**config.mk**
```make
export PLATFORM = sky130hd
export DESIGN_NAME = fwws_seq
export DESIGN_NICKNAME = d
export VERILOG_FILES = /design/src/fwws_pkg.sv /design/src/fwws_timer.sv /design/src/fwws_seq.sv
export SDC_FILE = /design/constraint.sdc
export NUM_CORES = 1
export LEC_CHECK = 0
export BUFFER_PORTS_ARGS = -buffer_cell sky130_fd_sc_hd__buf_2
export CAP_MARGIN = 25
export CORE_MARGIN = 2
export CORE_UTILIZATION = 30
export DETAILED_ROUTE_END_ITERATION = 8
export HOLD_SLACK_MARGIN = 0.1
export PLACE_DENSITY_LB_ADDON = 0.1
export SYNTH_ARGS = -nofsm -noshare
export SYNTH_HDL_FRONTEND = slang
export SYNTH_SLANG_ARGS = --single-unit
export TNS_END_PERCENT = 20
```
**constraint.sdc**
```tcl
create_clock -name pclk -period 7 [get_ports pclk]
set_clock_uncertainty 0.1 [all_clocks]
set_input_delay 1.4 -clock pclk [delete_from_list [all_inputs] [get_ports pclk]]
set_output_delay 1.4 -clock pclk [all_outputs]
set_load 0.02 [all_outputs]
```
**src/fwws_pkg.sv**
```systemverilog
// fwws_pkg: constants and types for the flash word write sequencer
// assumes an apb slave at 32-bit aligned words, 100 MHz pclk
package fwws_pkg;

  // ---------------------------------------------------------------
  // register byte offsets
  // ---------------------------------------------------------------
  localparam logic [7:0] off_table_pointer_upper = 8'h00;
  localparam logic [7:0] off_table_pointer_high  = 8'h04;
  localparam logic [7:0] off_table_pointer_low   = 8'h08;
  localparam logic [7:0] off_table_data_latch    = 8'h0c;
  localparam logic [7:0] off_interrupt_control   = 8'h10;
  localparam logic [7:0] off_flash_unlock_port   = 8'h14;
  localparam logic [7:0] off_flash_control       = 8'h18;
  localparam logic [7:0] off_table_write_op      = 8'h1c;
  localparam logic [7:0] off_irq_status          = 8'h20;
  localparam logic [7:0] off_irq_mask            = 8'h24;

  // ---------------------------------------------------------------
  // flash control bit positions
  // ---------------------------------------------------------------
  localparam int bit_word_program_select = 5;
  localparam int bit_erase_select        = 4;
  localparam int bit_write_error_flag    = 3;
  localparam int bit_write_permit_bit    = 2;
  localparam int bit_write_start         = 1;
  localparam logic [7:0] flash_control_mask = 8'h3e;
  localparam int bit_global_interrupt_enable = 7;

  // table write op: bit 0 asks for post increment
  localparam int bit_table_post_inc = 0;

  // interrupt status bits
  localparam int irq_write_done  = 0;
  localparam int irq_write_error = 1;
  localparam int irq_width       = 2;

  // ---------------------------------------------------------------
  // unlock keys, reset values, timing
  // ---------------------------------------------------------------
  localparam logic [7:0] unlock_key_first  = 8'h55;
  localparam logic [7:0] unlock_key_second = 8'haa;
  localparam logic [7:0] reset_byte        = 8'h00;
  localparam logic [20:0] reset_pointer    = 21'h000000;
  localparam int clk_mhz                   = 100;
  localparam int write_time_us             = 2;
  localparam int write_cycles              = write_time_us * clk_mhz;
  localparam logic [15:0] write_cycles_c   = 16'(write_cycles);
  localparam int holding_bytes             = 64;

  // ---------------------------------------------------------------
  // types
  // ---------------------------------------------------------------
  typedef enum logic [1:0] {
    key_idle,
    key_first_seen,
    key_armed
  } fwws_key_type;

  // one word program request handed to the flash macro
  typedef struct packed {
    logic [20:0] addr;
    logic [15:0] data;
  } fwws_word_type;

endpackage : fwws_pkg

```
**src/fwws_timer.sv**
```systemverilog
// fwws_timer: internally timed program cycle for one word
// assumes start is a one-cycle pulse and abort is a reset event
module fwws_timer
(
  // clock and reset
  input  wire logic        pclk,
  input  wire logic        presetn,
  // control
  input  wire logic        start,
  input  wire logic        abort,
  // status
  output logic             busy,
  output logic             done
);

  logic [15:0] count_r;

  // ---------------------------------------------------------------
  // write cycle counter
  // ---------------------------------------------------------------
  always_ff @(posedge pclk or negedge presetn)
  begin
    if (!presetn)
    begin
      count_r <= 16'h0000;
      busy    <= 1'b0;
      done    <= 1'b0;
    end
    else
    begin
      done <= 1'b0;
      if (abort)
      begin
        count_r <= 16'h0000;
        busy    <= 1'b0;
      end
      else if (start && !busy)
      begin
        count_r <= fwws_pkg::write_cycles_c - 16'h0001;
        busy    <= 1'b1;
      end
      else if (busy)
      begin
        if (count_r == 16'h0000)
        begin
          busy <= 1'b0;
          done <= 1'b1;
        end
        else
        begin
          count_r <= count_r - 16'h0001;
        end
      end
    end
  end

endmodule : fwws_timer

```
**src/fwws_seq.sv**
```systemverilog
// fwws_seq: flash word write sequencer with apb register slave
// assumes apb master on pclk; cpu honours cpu_stall; flash macro
// takes a one-cycle prog strobe with address and word
//
// Behaviour
// - word select set programs one two-byte word, not a whole row.
// - start begins the timed write and stalls the cpu until it ends.
// - a master clear or watchdog reset mid write sets the error flag.
// - control holds bits 5 to 1 as listed, bits 7, 6 and 0 read zero.
// - the unlock port stores nothing and reads as zero.
// - the table pointer is split into upper, high and low bytes.
// - holding registers are not cleared after a write.
module fwws_seq
(
  // apb slave
  input  wire logic        pclk,
  input  wire logic        presetn,
  input  wire logic        psel,
  input  wire logic        penable,
  input  wire logic        pwrite,
  input  wire logic [7:0]  paddr,
  input  wire logic [31:0] pwdata,
  output logic      [31:0] prdata,
  output logic             pready,
  output logic             pslverr,
  // system reset causes, pulses
  input  wire logic        master_clear_reset,
  input  wire logic        watchdog_timer,
  // flash and cpu side
  output logic             cpu_stall,
  output logic             prog_strobe,
  output fwws_pkg::fwws_word_type prog_word,
  output logic             irq
);

  logic [20:0] table_pointer_r;
  logic [7:0]  table_data_latch_r;
  logic [7:0]  interrupt_control_r;
  logic [7:0]  flash_control_r;
  localparam int irq_w_m = fwws_pkg::irq_width - 1;
  logic [7:0]  hold_r [fwws_pkg::holding_bytes];
  logic [irq_w_m:0] irq_status_r;
  logic [irq_w_m:0] irq_mask_r;
  fwws_pkg::fwws_key_type key_r;
  logic        start_req;
  logic        busy;
  logic        done;
  logic        wr_en;
  logic        rd_en;
  logic        write_abort;
  logic [fwws_pkg::irq_width-1:0] irq_set;

  // address match helper
  function automatic logic hit(input logic [7:0] a, input logic [7:0] o);
    hit = (a == o);
  endfunction : hit

  // ---------------------------------------------------------------
  // apb access strobes
  // ---------------------------------------------------------------
  assign wr_en = psel && penable && pwrite && pready;
  assign rd_en = psel && !penable && !pwrite;
  assign write_abort = busy && (master_clear_reset || watchdog_timer);
  assign irq_set[fwws_pkg::irq_write_done]  = done;
  assign irq_set[fwws_pkg::irq_write_error] = write_abort;

  // request is legal only after permit and both keys
  assign start_req = wr_en && hit(paddr, fwws_pkg::off_flash_control)
    && pwdata[fwws_pkg::bit_write_start]
    && flash_control_r[fwws_pkg::bit_write_permit_bit]
    && (key_r == fwws_pkg::key_armed) && !busy;

  // ---------------------------------------------------------------
  // table pointer and latch
  // ---------------------------------------------------------------
  always_ff @(posedge pclk or negedge presetn)
  begin
    if (!presetn)
    begin
      table_pointer_r    <= fwws_pkg::reset_pointer;
      table_data_latch_r <= fwws_pkg::reset_byte;
    end
    else if (wr_en)
    begin
      if (hit(paddr, fwws_pkg::off_table_pointer_upper))
        table_pointer_r[20:16] <= pwdata[4:0];
      if (hit(paddr, fwws_pkg::off_table_pointer_high))
        table_pointer_r[15:8] <= pwdata[7:0];
      if (hit(paddr, fwws_pkg::off_table_pointer_low))
        table_pointer_r[7:0] <= pwdata[7:0];
      if (hit(paddr, fwws_pkg::off_table_data_latch))
        table_data_latch_r <= pwdata[7:0];
      if (hit(paddr, fwws_pkg::off_table_write_op)
          && pwdata[fwws_pkg::bit_table_post_inc])
        table_pointer_r <= table_pointer_r + 21'h000001;
    end
  end

  // ---------------------------------------------------------------
  // holding registers, never cleared by a write cycle
  // ---------------------------------------------------------------
  for (genvar g = 0; g < fwws_pkg::holding_bytes; g++)
  begin : g_hold
    always_ff @(posedge pclk or negedge presetn)
    begin
      if (!presetn)
        hold_r[g] <= fwws_pkg::reset_byte;
      else if (wr_en && hit(paddr, fwws_pkg::off_table_write_op)
               && (table_pointer_r[5:0] == 6'(g)))
        hold_r[g] <= table_data_latch_r;
    end
  end

  // ---------------------------------------------------------------
  // unlock key detection, no storage readable
  // ---------------------------------------------------------------
  always_ff @(posedge pclk or negedge presetn)
  begin
    if (!presetn)
      key_r <= fwws_pkg::key_idle;
    else if (wr_en)
    begin
      case (key_r)
        fwws_pkg::key_idle:
          if (hit(paddr, fwws_pkg::off_flash_unlock_port)
              && pwdata[7:0] == fwws_pkg::unlock_key_first)
            key_r <= fwws_pkg::key_first_seen;
        fwws_pkg::key_first_seen:
          if (hit(paddr, fwws_pkg::off_flash_unlock_port)
              && pwdata[7:0] == fwws_pkg::unlock_key_second)
            key_r <= fwws_pkg::key_armed;
          else
            key_r <= fwws_pkg::key_idle;
        fwws_pkg::key_armed:
          key_r <= fwws_pkg::key_idle; // only the very next write
        default:
          key_r <= fwws_pkg::key_idle;
      endcase
    end
  end

  // ---------------------------------------------------------------
  // flash control register
  // ---------------------------------------------------------------
  always_ff @(posedge pclk or negedge presetn)
  begin
    if (!presetn)
      flash_control_r <= fwws_pkg::reset_byte;
    else
    begin
      if (wr_en && hit(paddr, fwws_pkg::off_flash_control))
      begin
        flash_control_r[5:2] <= pwdata[5:2];
        flash_control_r[fwws_pkg::bit_write_error_flag] <=
          pwdata[fwws_pkg::bit_write_error_flag];
      end
      // clear first, so a start in the same cycle as done still wins
      if (done || write_abort)
        flash_control_r[fwws_pkg::bit_write_start] <= 1'b0;
      if (start_req)
        flash_control_r[fwws_pkg::bit_write_start] <= 1'b1;
      if (write_abort)
        flash_control_r[fwws_pkg::bit_write_error_flag] <= 1'b1;
    end
  end

  // interrupt control byte, plain storage
  always_ff @(posedge pclk or negedge presetn)
  begin
    if (!presetn)
      interrupt_control_r <= fwws_pkg::reset_byte;
    else if (wr_en && hit(paddr, fwws_pkg::off_interrupt_control))
      interrupt_control_r <= pwdata[7:0];
  end

  // ---------------------------------------------------------------
  // write cycle timer and flash strobe
  // ---------------------------------------------------------------
  fwws_timer u_timer
  (
    .pclk    (pclk),
    .presetn (presetn),
    .start   (start_req),
    .abort   (write_abort),
    .busy    (busy),
    .done    (done)
  );

  // word mode programs two bytes at the even address
  always_ff @(posedge pclk or negedge presetn)
  begin
    if (!presetn)
    begin
      prog_strobe <= 1'b0;
      prog_word   <= '0;
      cpu_stall   <= 1'b0;
    end
    else
    begin
      prog_strobe <= start_req
        && flash_control_r[fwws_pkg::bit_word_program_select];
      if (start_req)
      begin
        prog_word.addr <= {table_pointer_r[20:1], 1'b0};
        prog_word.data <= {hold_r[{table_pointer_r[5:1], 1'b1}],
                           hold_r[{table_pointer_r[5:1], 1'b0}]};
      end
      cpu_stall <= start_req || (busy && !done && !write_abort);
    end
  end

  // ---------------------------------------------------------------
  // interrupt status, set wins over write-one clear
  // ---------------------------------------------------------------
  always_ff @(posedge pclk or negedge presetn)
  begin
    if (!presetn)
    begin
      irq_status_r <= '0;
      irq_mask_r   <= '0;
      irq          <= 1'b0;
    end
    else
    begin
      if (wr_en && hit(paddr, fwws_pkg::off_irq_status))
        irq_status_r <= (irq_status_r & ~pwdata[irq_w_m:0]) | irq_set;
      else
        irq_status_r <= irq_status_r | irq_set;
      if (wr_en && hit(paddr, fwws_pkg::off_irq_mask))
        irq_mask_r <= pwdata[irq_w_m:0];
      irq <= |(irq_status_r & irq_mask_r);
    end
  end

  // ---------------------------------------------------------------
  // apb read data, ready and error
  // ---------------------------------------------------------------
  always_ff @(posedge pclk or negedge presetn)
  begin
    if (!presetn)
    begin
      prdata  <= 32'h00000000;
      pready  <= 1'b0;
      pslverr <= 1'b0;
    end
    else
    begin
      pready  <= psel && !penable;
      pslverr <= psel && !penable && !(paddr <= fwws_pkg::off_irq_mask
                 && paddr[1:0] == 2'b00);
      if (rd_en)
      begin
        case (paddr)
          fwws_pkg::off_table_pointer_upper:
            prdata <= {27'h0000000, table_pointer_r[20:16]};
          fwws_pkg::off_table_pointer_high:
            prdata <= {24'h000000, table_pointer_r[15:8]};
          fwws_pkg::off_table_pointer_low:
            prdata <= {24'h000000, table_pointer_r[7:0]};
          fwws_pkg::off_table_data_latch:
            prdata <= {24'h000000, table_data_latch_r};
          fwws_pkg::off_interrupt_control:
            prdata <= {24'h000000, interrupt_control_r};
          fwws_pkg::off_flash_control:
            prdata <= {24'h000000,
                       flash_control_r & fwws_pkg::flash_control_mask};
          fwws_pkg::off_irq_status:
            prdata <= {30'h00000000, irq_status_r};
          fwws_pkg::off_irq_mask:
            prdata <= {30'h00000000, irq_mask_r};
          default:
            prdata <= 32'h00000000;
        endcase
      end
    end
  end

endmodule : fwws_seq

```
==> results of run 1 <==
-- critical path, delay by kind of cell --
family	cells	cell delay, ps
muxes	1	400
and+or+nand+nor	4	2540
buffers and inverters	1	100
-- per-stage QoR --
stage	instances	util (%)	hold slack, ps
after floorplan	2201	-	319.3
after global placement	3408	31.82	362.2
after detailed placement	3410	31.83	361.1
after CTS	3546	34.39	374.7
after global routing	3547	34.40	395.4
final	3547	34.40	370.0
-- where the power goes --
| part | switching [µW] | internal, µW |
|---|---|---|
| clock network | 1580 | 2420 |
| registers | 9.48 | 3630 |
| logic | 130 | 29.3 |
| total | 1720 | 6080 |
-- state kept, by name, summed over array words and instances (netlist names), 2 cells and up --
name	cells
table_pointer_r	21
key_r	2
prog_word	36
irq_mask_r	2
prdata	8
flash_control_r	5
interrupt_control_r	8
table_data_latch_r	8
hold_r	512
u_timer.count_r	16
irq_status_r	2
-- Yosys cell counts (all sizes together), types with 10 or more instances --
| library cell | n |
|---|---|
| buf | 84 |
| mux2 | 534 |
| nor2 | 104 |
| a21oi | 59 |
| nand4 | 12 |
| mux2i | 129 |
| nand3 | 19 |
| o21ai | 28 |
| a221oi | 33 |
| and2 | 10 |
| clkbuf | 102 |
| or4 | 25 |
| mux4 | 65 |
| o22ai | 68 |
| nand2 | 104 |
| dfrtp | 627 |
| and3 | 11 |
-- layout make-up --
type | count | share of cell area [%]
Tap cell | 1287 | 4.763
Sequential cell | 627 | 46.47
Timing Repair Buffer | 109 | 2.132
Multi-Input combinational cell | 1379 | 39.09
Inverter | 9 | 0.09993
Clock inverter | 12 | 0.5626
Clock buffer | 124 | 6.884
-- metal layers --
metal | vias to the layer above | GRT usage [%]
li1 | 8112 | -
met1 | 9814 | 24.30
met2 | 327 | 26.99
met3 | 101 | 2.851
met4 | 0 | 4.371
met5 | - | 0
-- kinds of logic after synthesis --
group,after synthesis
AO/OA/AOI/OAI,264
flip-flops,627
multiplexers,728
AND/OR/NAND/NOR,356
other,1
adder cells (fa/ha/maj),6
buffers and inverters,195
-- worst paths after layout --
check	depth (start not counted)	slack, ps	startpoint	to
max in group asynchronous	2	4450	presetn	hold_r[73]$_DFFE_PN0P_
worst max-delay path	6	2940	pwrite	hold_r[31]$_DFFE_PN0P_
min in group asynchronous	1	760	presetn	u_timer.count_r[6]$_DFFE_PN0P_
worst min register to register	2	370	prog_word[18]$_DFFE_PN0P_	prog_word[18]$_DFFE_PN0P_
worst max register to register	6	3050	table_pointer_r[1]$_DFFE_PN0P_	prog_word[1]$_DFFE_PN0P_
worst min-delay path	2	370	prog_word[18]$_DFFE_PN0P_	prog_word[18]$_DFFE_PN0P_
==> metrics.txt, run 1 <==
Initial DRC Count 1,224; crit path max fanout 16; setup tns final 0 ps; sequential element share of the synthesized area 52.74%; Power Dens Cells 230.6 mW/mm²; IO Count 121; first-pass detailed-route iteration total 6; Hold Buf Count CTS 0; share of cells above drive strength 1 38.50%; WL/cell 24.35 µm; total grt overflow 0; crit start category input port; Yosys top cell by area dfrtp_1; number of global-route vias before repair 19,310; register area 0.01571 mm²; Static Leak 0.01598 µW; worst slack, placed 2236 ps; Crit Path Class input port to flop; Post-Synth Adder-Cell Area 0.2523%; nets@finish 2,256; outcome finished clean; VDD IR max 0.0001460 V; setup repair after global routing missed its margin false; Highest Signal Layer met4; Post-Synthesis Cells 2,177; Vias 18,350; Yosys warning total 0; commonest non-fill, non-tap cell in the layout dfrtp_1; WP data required 7410 ps; Die H 318.9 µm; Initial Utilization 30.27%; endpoints failing setup 0; max cap viols 0; Inserted Diodes 0; Met2 Wirelength 40.29 mm; residual DRC count 0; syn avg cell area 13.67 µm²; routed wl met3 3.168 mm; Unique masters post-synth 75; clock tree buffer depth 3; critical path's slowest cell nor2_2; Least-Margin Pin Slew 1136 ps; largest net degree at the start of global routing 144; global-route wire length before repair 130.7 mm; Cell Area, Placed 0.03128 mm²; Compound-Gate Fraction of Synth Area 5.976%; clk root buf clkbuf_16; fin crit share 57.95%; Yosys top cell area share 52.74%; critical path, cell by cell buf_2 -> and4_1 -> and4_1 -> nand3_4 -> nor2_2 -> mux2_2; Max Clk Rate 246.5 MHz; cts repair resizes 0; post-synthesis simple-gate area fraction 8.365%; DIE AREA 0.1017 mm²; largest family of logic cells by synthesized area multiplexers; worst setup margin 2944 ps; Placer Congestion 0.7722; Max-slew headroom 24.27%; Core Box Area 0.09828 mm²; max-slew violation count 0; footprint of the multi-input gates 0.01321 mm²; CTS Buf Count 77; vias per cell 5.175; crit path DAT 4460 ps; Post-synth ARST share 100.0%; Hold Fails Final Rpt 0; Final Instance Area 0.03380 mm²; setup bufs post-CTS 0; fin crit period 4056 ps; clock-pin slew on the worst setup and hold paths 50 ps; ANT nets after route 0; most frequent cells in the layout dfrtp_1 (616), mux2_2 (495), mux2i_1 (129); fillcell total 9,542; CTS H-tree depth 3; Worst Setup End Kind flop; main area contributors after synthesis dfrtp_1 (53%), mux2_2 (19%), mux4_2 (4.9%), mux2i_1 (4.3%), nor2_8 (2.0%); IO Port Bufs 71; half-perimeter wire length after placement 55.66 mm; Post-synth top flop dfrtp_1; Yosys reg bits 627; xor and xnor area share after synthesis 0%; Worst Hold Class flop to flop; mux contribution to synthesized area 29.47%; CTS tree yes; Final Power 7796 µW; chip width 318.9 µm; routed wire length 86.37 mm; clock network latency to the later pin of the worst-skew pair 640 ps; FP Rows 115; All-Layer GR Usage 17.09%; Area Overhead vs Synth 13.63%; Routed met1 length 41.33 mm; cell mode on critical path and4_1; CP max stage delay 690 ps; number of flops mapped to enable cells by yosys 0; clk sinks 627; Post-Syn Area 0.02975 mm²; initial antenna violation count 5
(Power assumes the default switching activity.)
==> run 2, diff against run 1 <==
- clock period: 7 -> 3.4 ns (I/O delays scaled with it)
==> metrics.txt, run 2 (synthesis gave the netlist of run 1 again) <==
half-perimeter wire length after placement 59.44 mm (+6.8%); clk root buf clkbuf_16; grt met1 use 24.23% (-0.065 points); outcome finished clean; final hold slack 166.6 ps (-203.5 ps); critical path, cell by cell nand4b_1 -> buf_4 -> o22ai_1 -> or4_1 -> a221oi_1 -> buf_4 -> a21oi_1; CP max stage delay 700 ps (about the same); Core Box Area 0.09828 mm² (unchanged); clock tree buffer depth 3 (unchanged); max-slew violation count 0 (unchanged); Area Overhead vs Synth 17.01%; hold_sp penable; vias per cell 5.146 (-0.55%); R2R depth 7 (+1); crit path max fanout 18 (+2); WP data required 3810 ps (-3600 ps); worst setup margin 138.6 ps (-2805 ps); r2r endpoint prog_word[7]$_DFFE_PN0P_; Least-Margin Pin Slew 956.0 ps (-180.0 ps); residual DRC count 0 (unchanged); share of cells above drive strength 1 41.68% (+3.2 points); FP Rows 115 (unchanged); DIE AREA 0.1017 mm² (unchanged); setup repair after global routing missed its margin false; WL/cell 24.20 µm (-0.59%); clock-pin slew on the worst setup and hold paths 60 ps (about the same); Static Leak 0.01660 µW (+3.9%); Power Dens Cells 468.6 mW/mm² (+100%); Die H 318.9 µm (unchanged); CTS Buf Count 76 (-1.3%); Reg with most FFs hold_r; largest net degree at the start of global routing 75 (-48%); CTS tree yes; critical path's slowest cell or4_1; commonest non-fill, non-tap cell in the layout dfrtp_1; crit path DAT 3670 ps (-790 ps); Hold Path Depth 2 (unchanged); number of global-route vias before repair 20,100 (+4.1%); crit start category flop; max FFs per register 512 (unchanged); Worst Hold Path EP pready$_DFF_PN0_; most frequent cells in the layout dfrtp_1 (617), mux2_2 (495), mux2i_1 (129); IO Port Bufs 71 (unchanged); footprint of the multi-input gates 0.01321 mm² (unchanged); clock network latency to the later pin of the worst-skew pair 630 ps (about the same); fin crit share 95.92%; cell mode on critical path buf_4; met2 usage 28.16% (+1.2 points); VDD IR max 0.0002941 V (+100%); Initial DRC Count 1,111 (-9.2%); fin crit period 3261 ps; flop2flop setup slack 140 ps (-2910 ps); cts repair resizes 0 (unchanged); Worst Setup End Kind flop; routed wire length 88.37 mm (+2.3%); ANT nets after route 0 (unchanged); total grt overflow 0 (unchanged); RR Startpoint table_pointer_r[1]$_DFFE_PN0P_; Hold Fails Final Rpt 0 (unchanged); biggest regs hold_r: 512 flops, prog_word: 36 flops, table_pointer_r: 21 flops; clk sinks 627 (unchanged); nets@finish 2,360 (+4.6%); fillcell total 9,482 (-0.63%); Placed Instances 3,515 (+3.1%); Crit Path Class flop to flop; worst slack, placed 89.40 ps (-2146 ps); chip width 318.9 µm (unchanged); Vias 18,790 (+2.4%); All-Layer GR Usage 17.54% (+0.45 points); IO Count 121 (unchanged); Max-slew headroom 36.27% (+12 points); Max Clk Rate 306.6 MHz; initial antenna violation count 1 (-4); Post-Layout Cell Count 3,651 (+2.9%); Worst Hold Class input port to flop; GRT Max-Usage Layer met2; CTS H-tree depth 3 (unchanged); Initial Utilization 30.27% (unchanged); met3 usage 3.239% (+0.39 points); max cap viols 0 (unchanged); Placer Congestion 0.8035 (+4.1%); global-route wire length before repair 134.2 mm (+2.7%); setup tns final 0 ps (unchanged); first-pass detailed-route iteration total 5 (-1); register area 0.01571 mm² (about the same); endpoints failing setup 0 (unchanged)
## run 2: cell count changes in the layout (fill, tap and decap cells not counted), sizes merged
cell,delta
diode,+1
buf,+105
clkinvlp,+2
bufinv,+4
clkbuf,-17
dlygate4sd3,+1
clkinv,+8
## run 2: report_power, final
group | switching, µW | internal, µW
Sequential | 13.7 | 7470
Combinational | 283 | 82.9
Clock | 3280 | 5180
## run 2: worst max-delay path by stage
| stage | start | to | slack [ps] | depth (start not counted) |
|---|---|---|---|---|
| final | table_pointer_r[1]$_DFFE_PN0P_ | prog_word[7]$_DFFE_PN0P_ | 140 | 7 |
| after global routing | table_pointer_r[1]$_DFFE_PN0P_ | prog_word[7]$_DFFE_PN0P_ | 140 | 7 |
| after CTS | table_pointer_r[1]$_DFFE_PN0P_ | prog_word[7]$_DFFE_PN0P_ | 180 | 7 |
| after floorplan | paddr[5] | hold_r[304]$_DFFE_PN0P_ | 730 | 9 |
| after detailed placement | paddr[5] | hold_r[493]$_DFFE_PN0P_ | 90 | 6 |
| after global placement | paddr[5] | hold_r[493]$_DFFE_PN0P_ | 120 | 6 |
## run 2: metrics by stage
step	area [µm²]	total power [µW]	util [%]
floorplan	29840	7746	-
global placement	32200	7988	32.76
detailed placement	32200	7998	32.76
CTS	34810	16640	35.42
global route	34810	16980	35.42
finish	34810	16310	35.42
## run 2: layout make-up
class	instances	share of cell area, %
multi-input cells	1379	37.96
clock buffers	108	6.423
clock inverters	26	1.050
inverters	9	0.09705
diodes	1	0.007189
well taps	1287	4.626
repair buffers	214	4.716
flip-flops and latches	627	45.12
## run 2: repair_timing
| action | in CTS | in global routing |
|---|---|---|
| hold endpoints to repair | 57 | 0 |
| hold buffers | 1 | 0 |
| setup buffers | 0 | 0 |
## run 2: worst max-delay path, delay by kind of cell (launching register included)
kind            cells  cell delay (ps)
buf+inv             2              450
flops               1              630
simple gates        2             1190
compound gates      3              740
## run 2: per-layer routing
layer,wire length [µm],up-vias,share of wire [%]
met4,1862,2,2.1
met1,41210,10010,47
met3,3663,119,4.1
li1,-,8321,-
met2,41620,335,47
met5,13,-,0.015
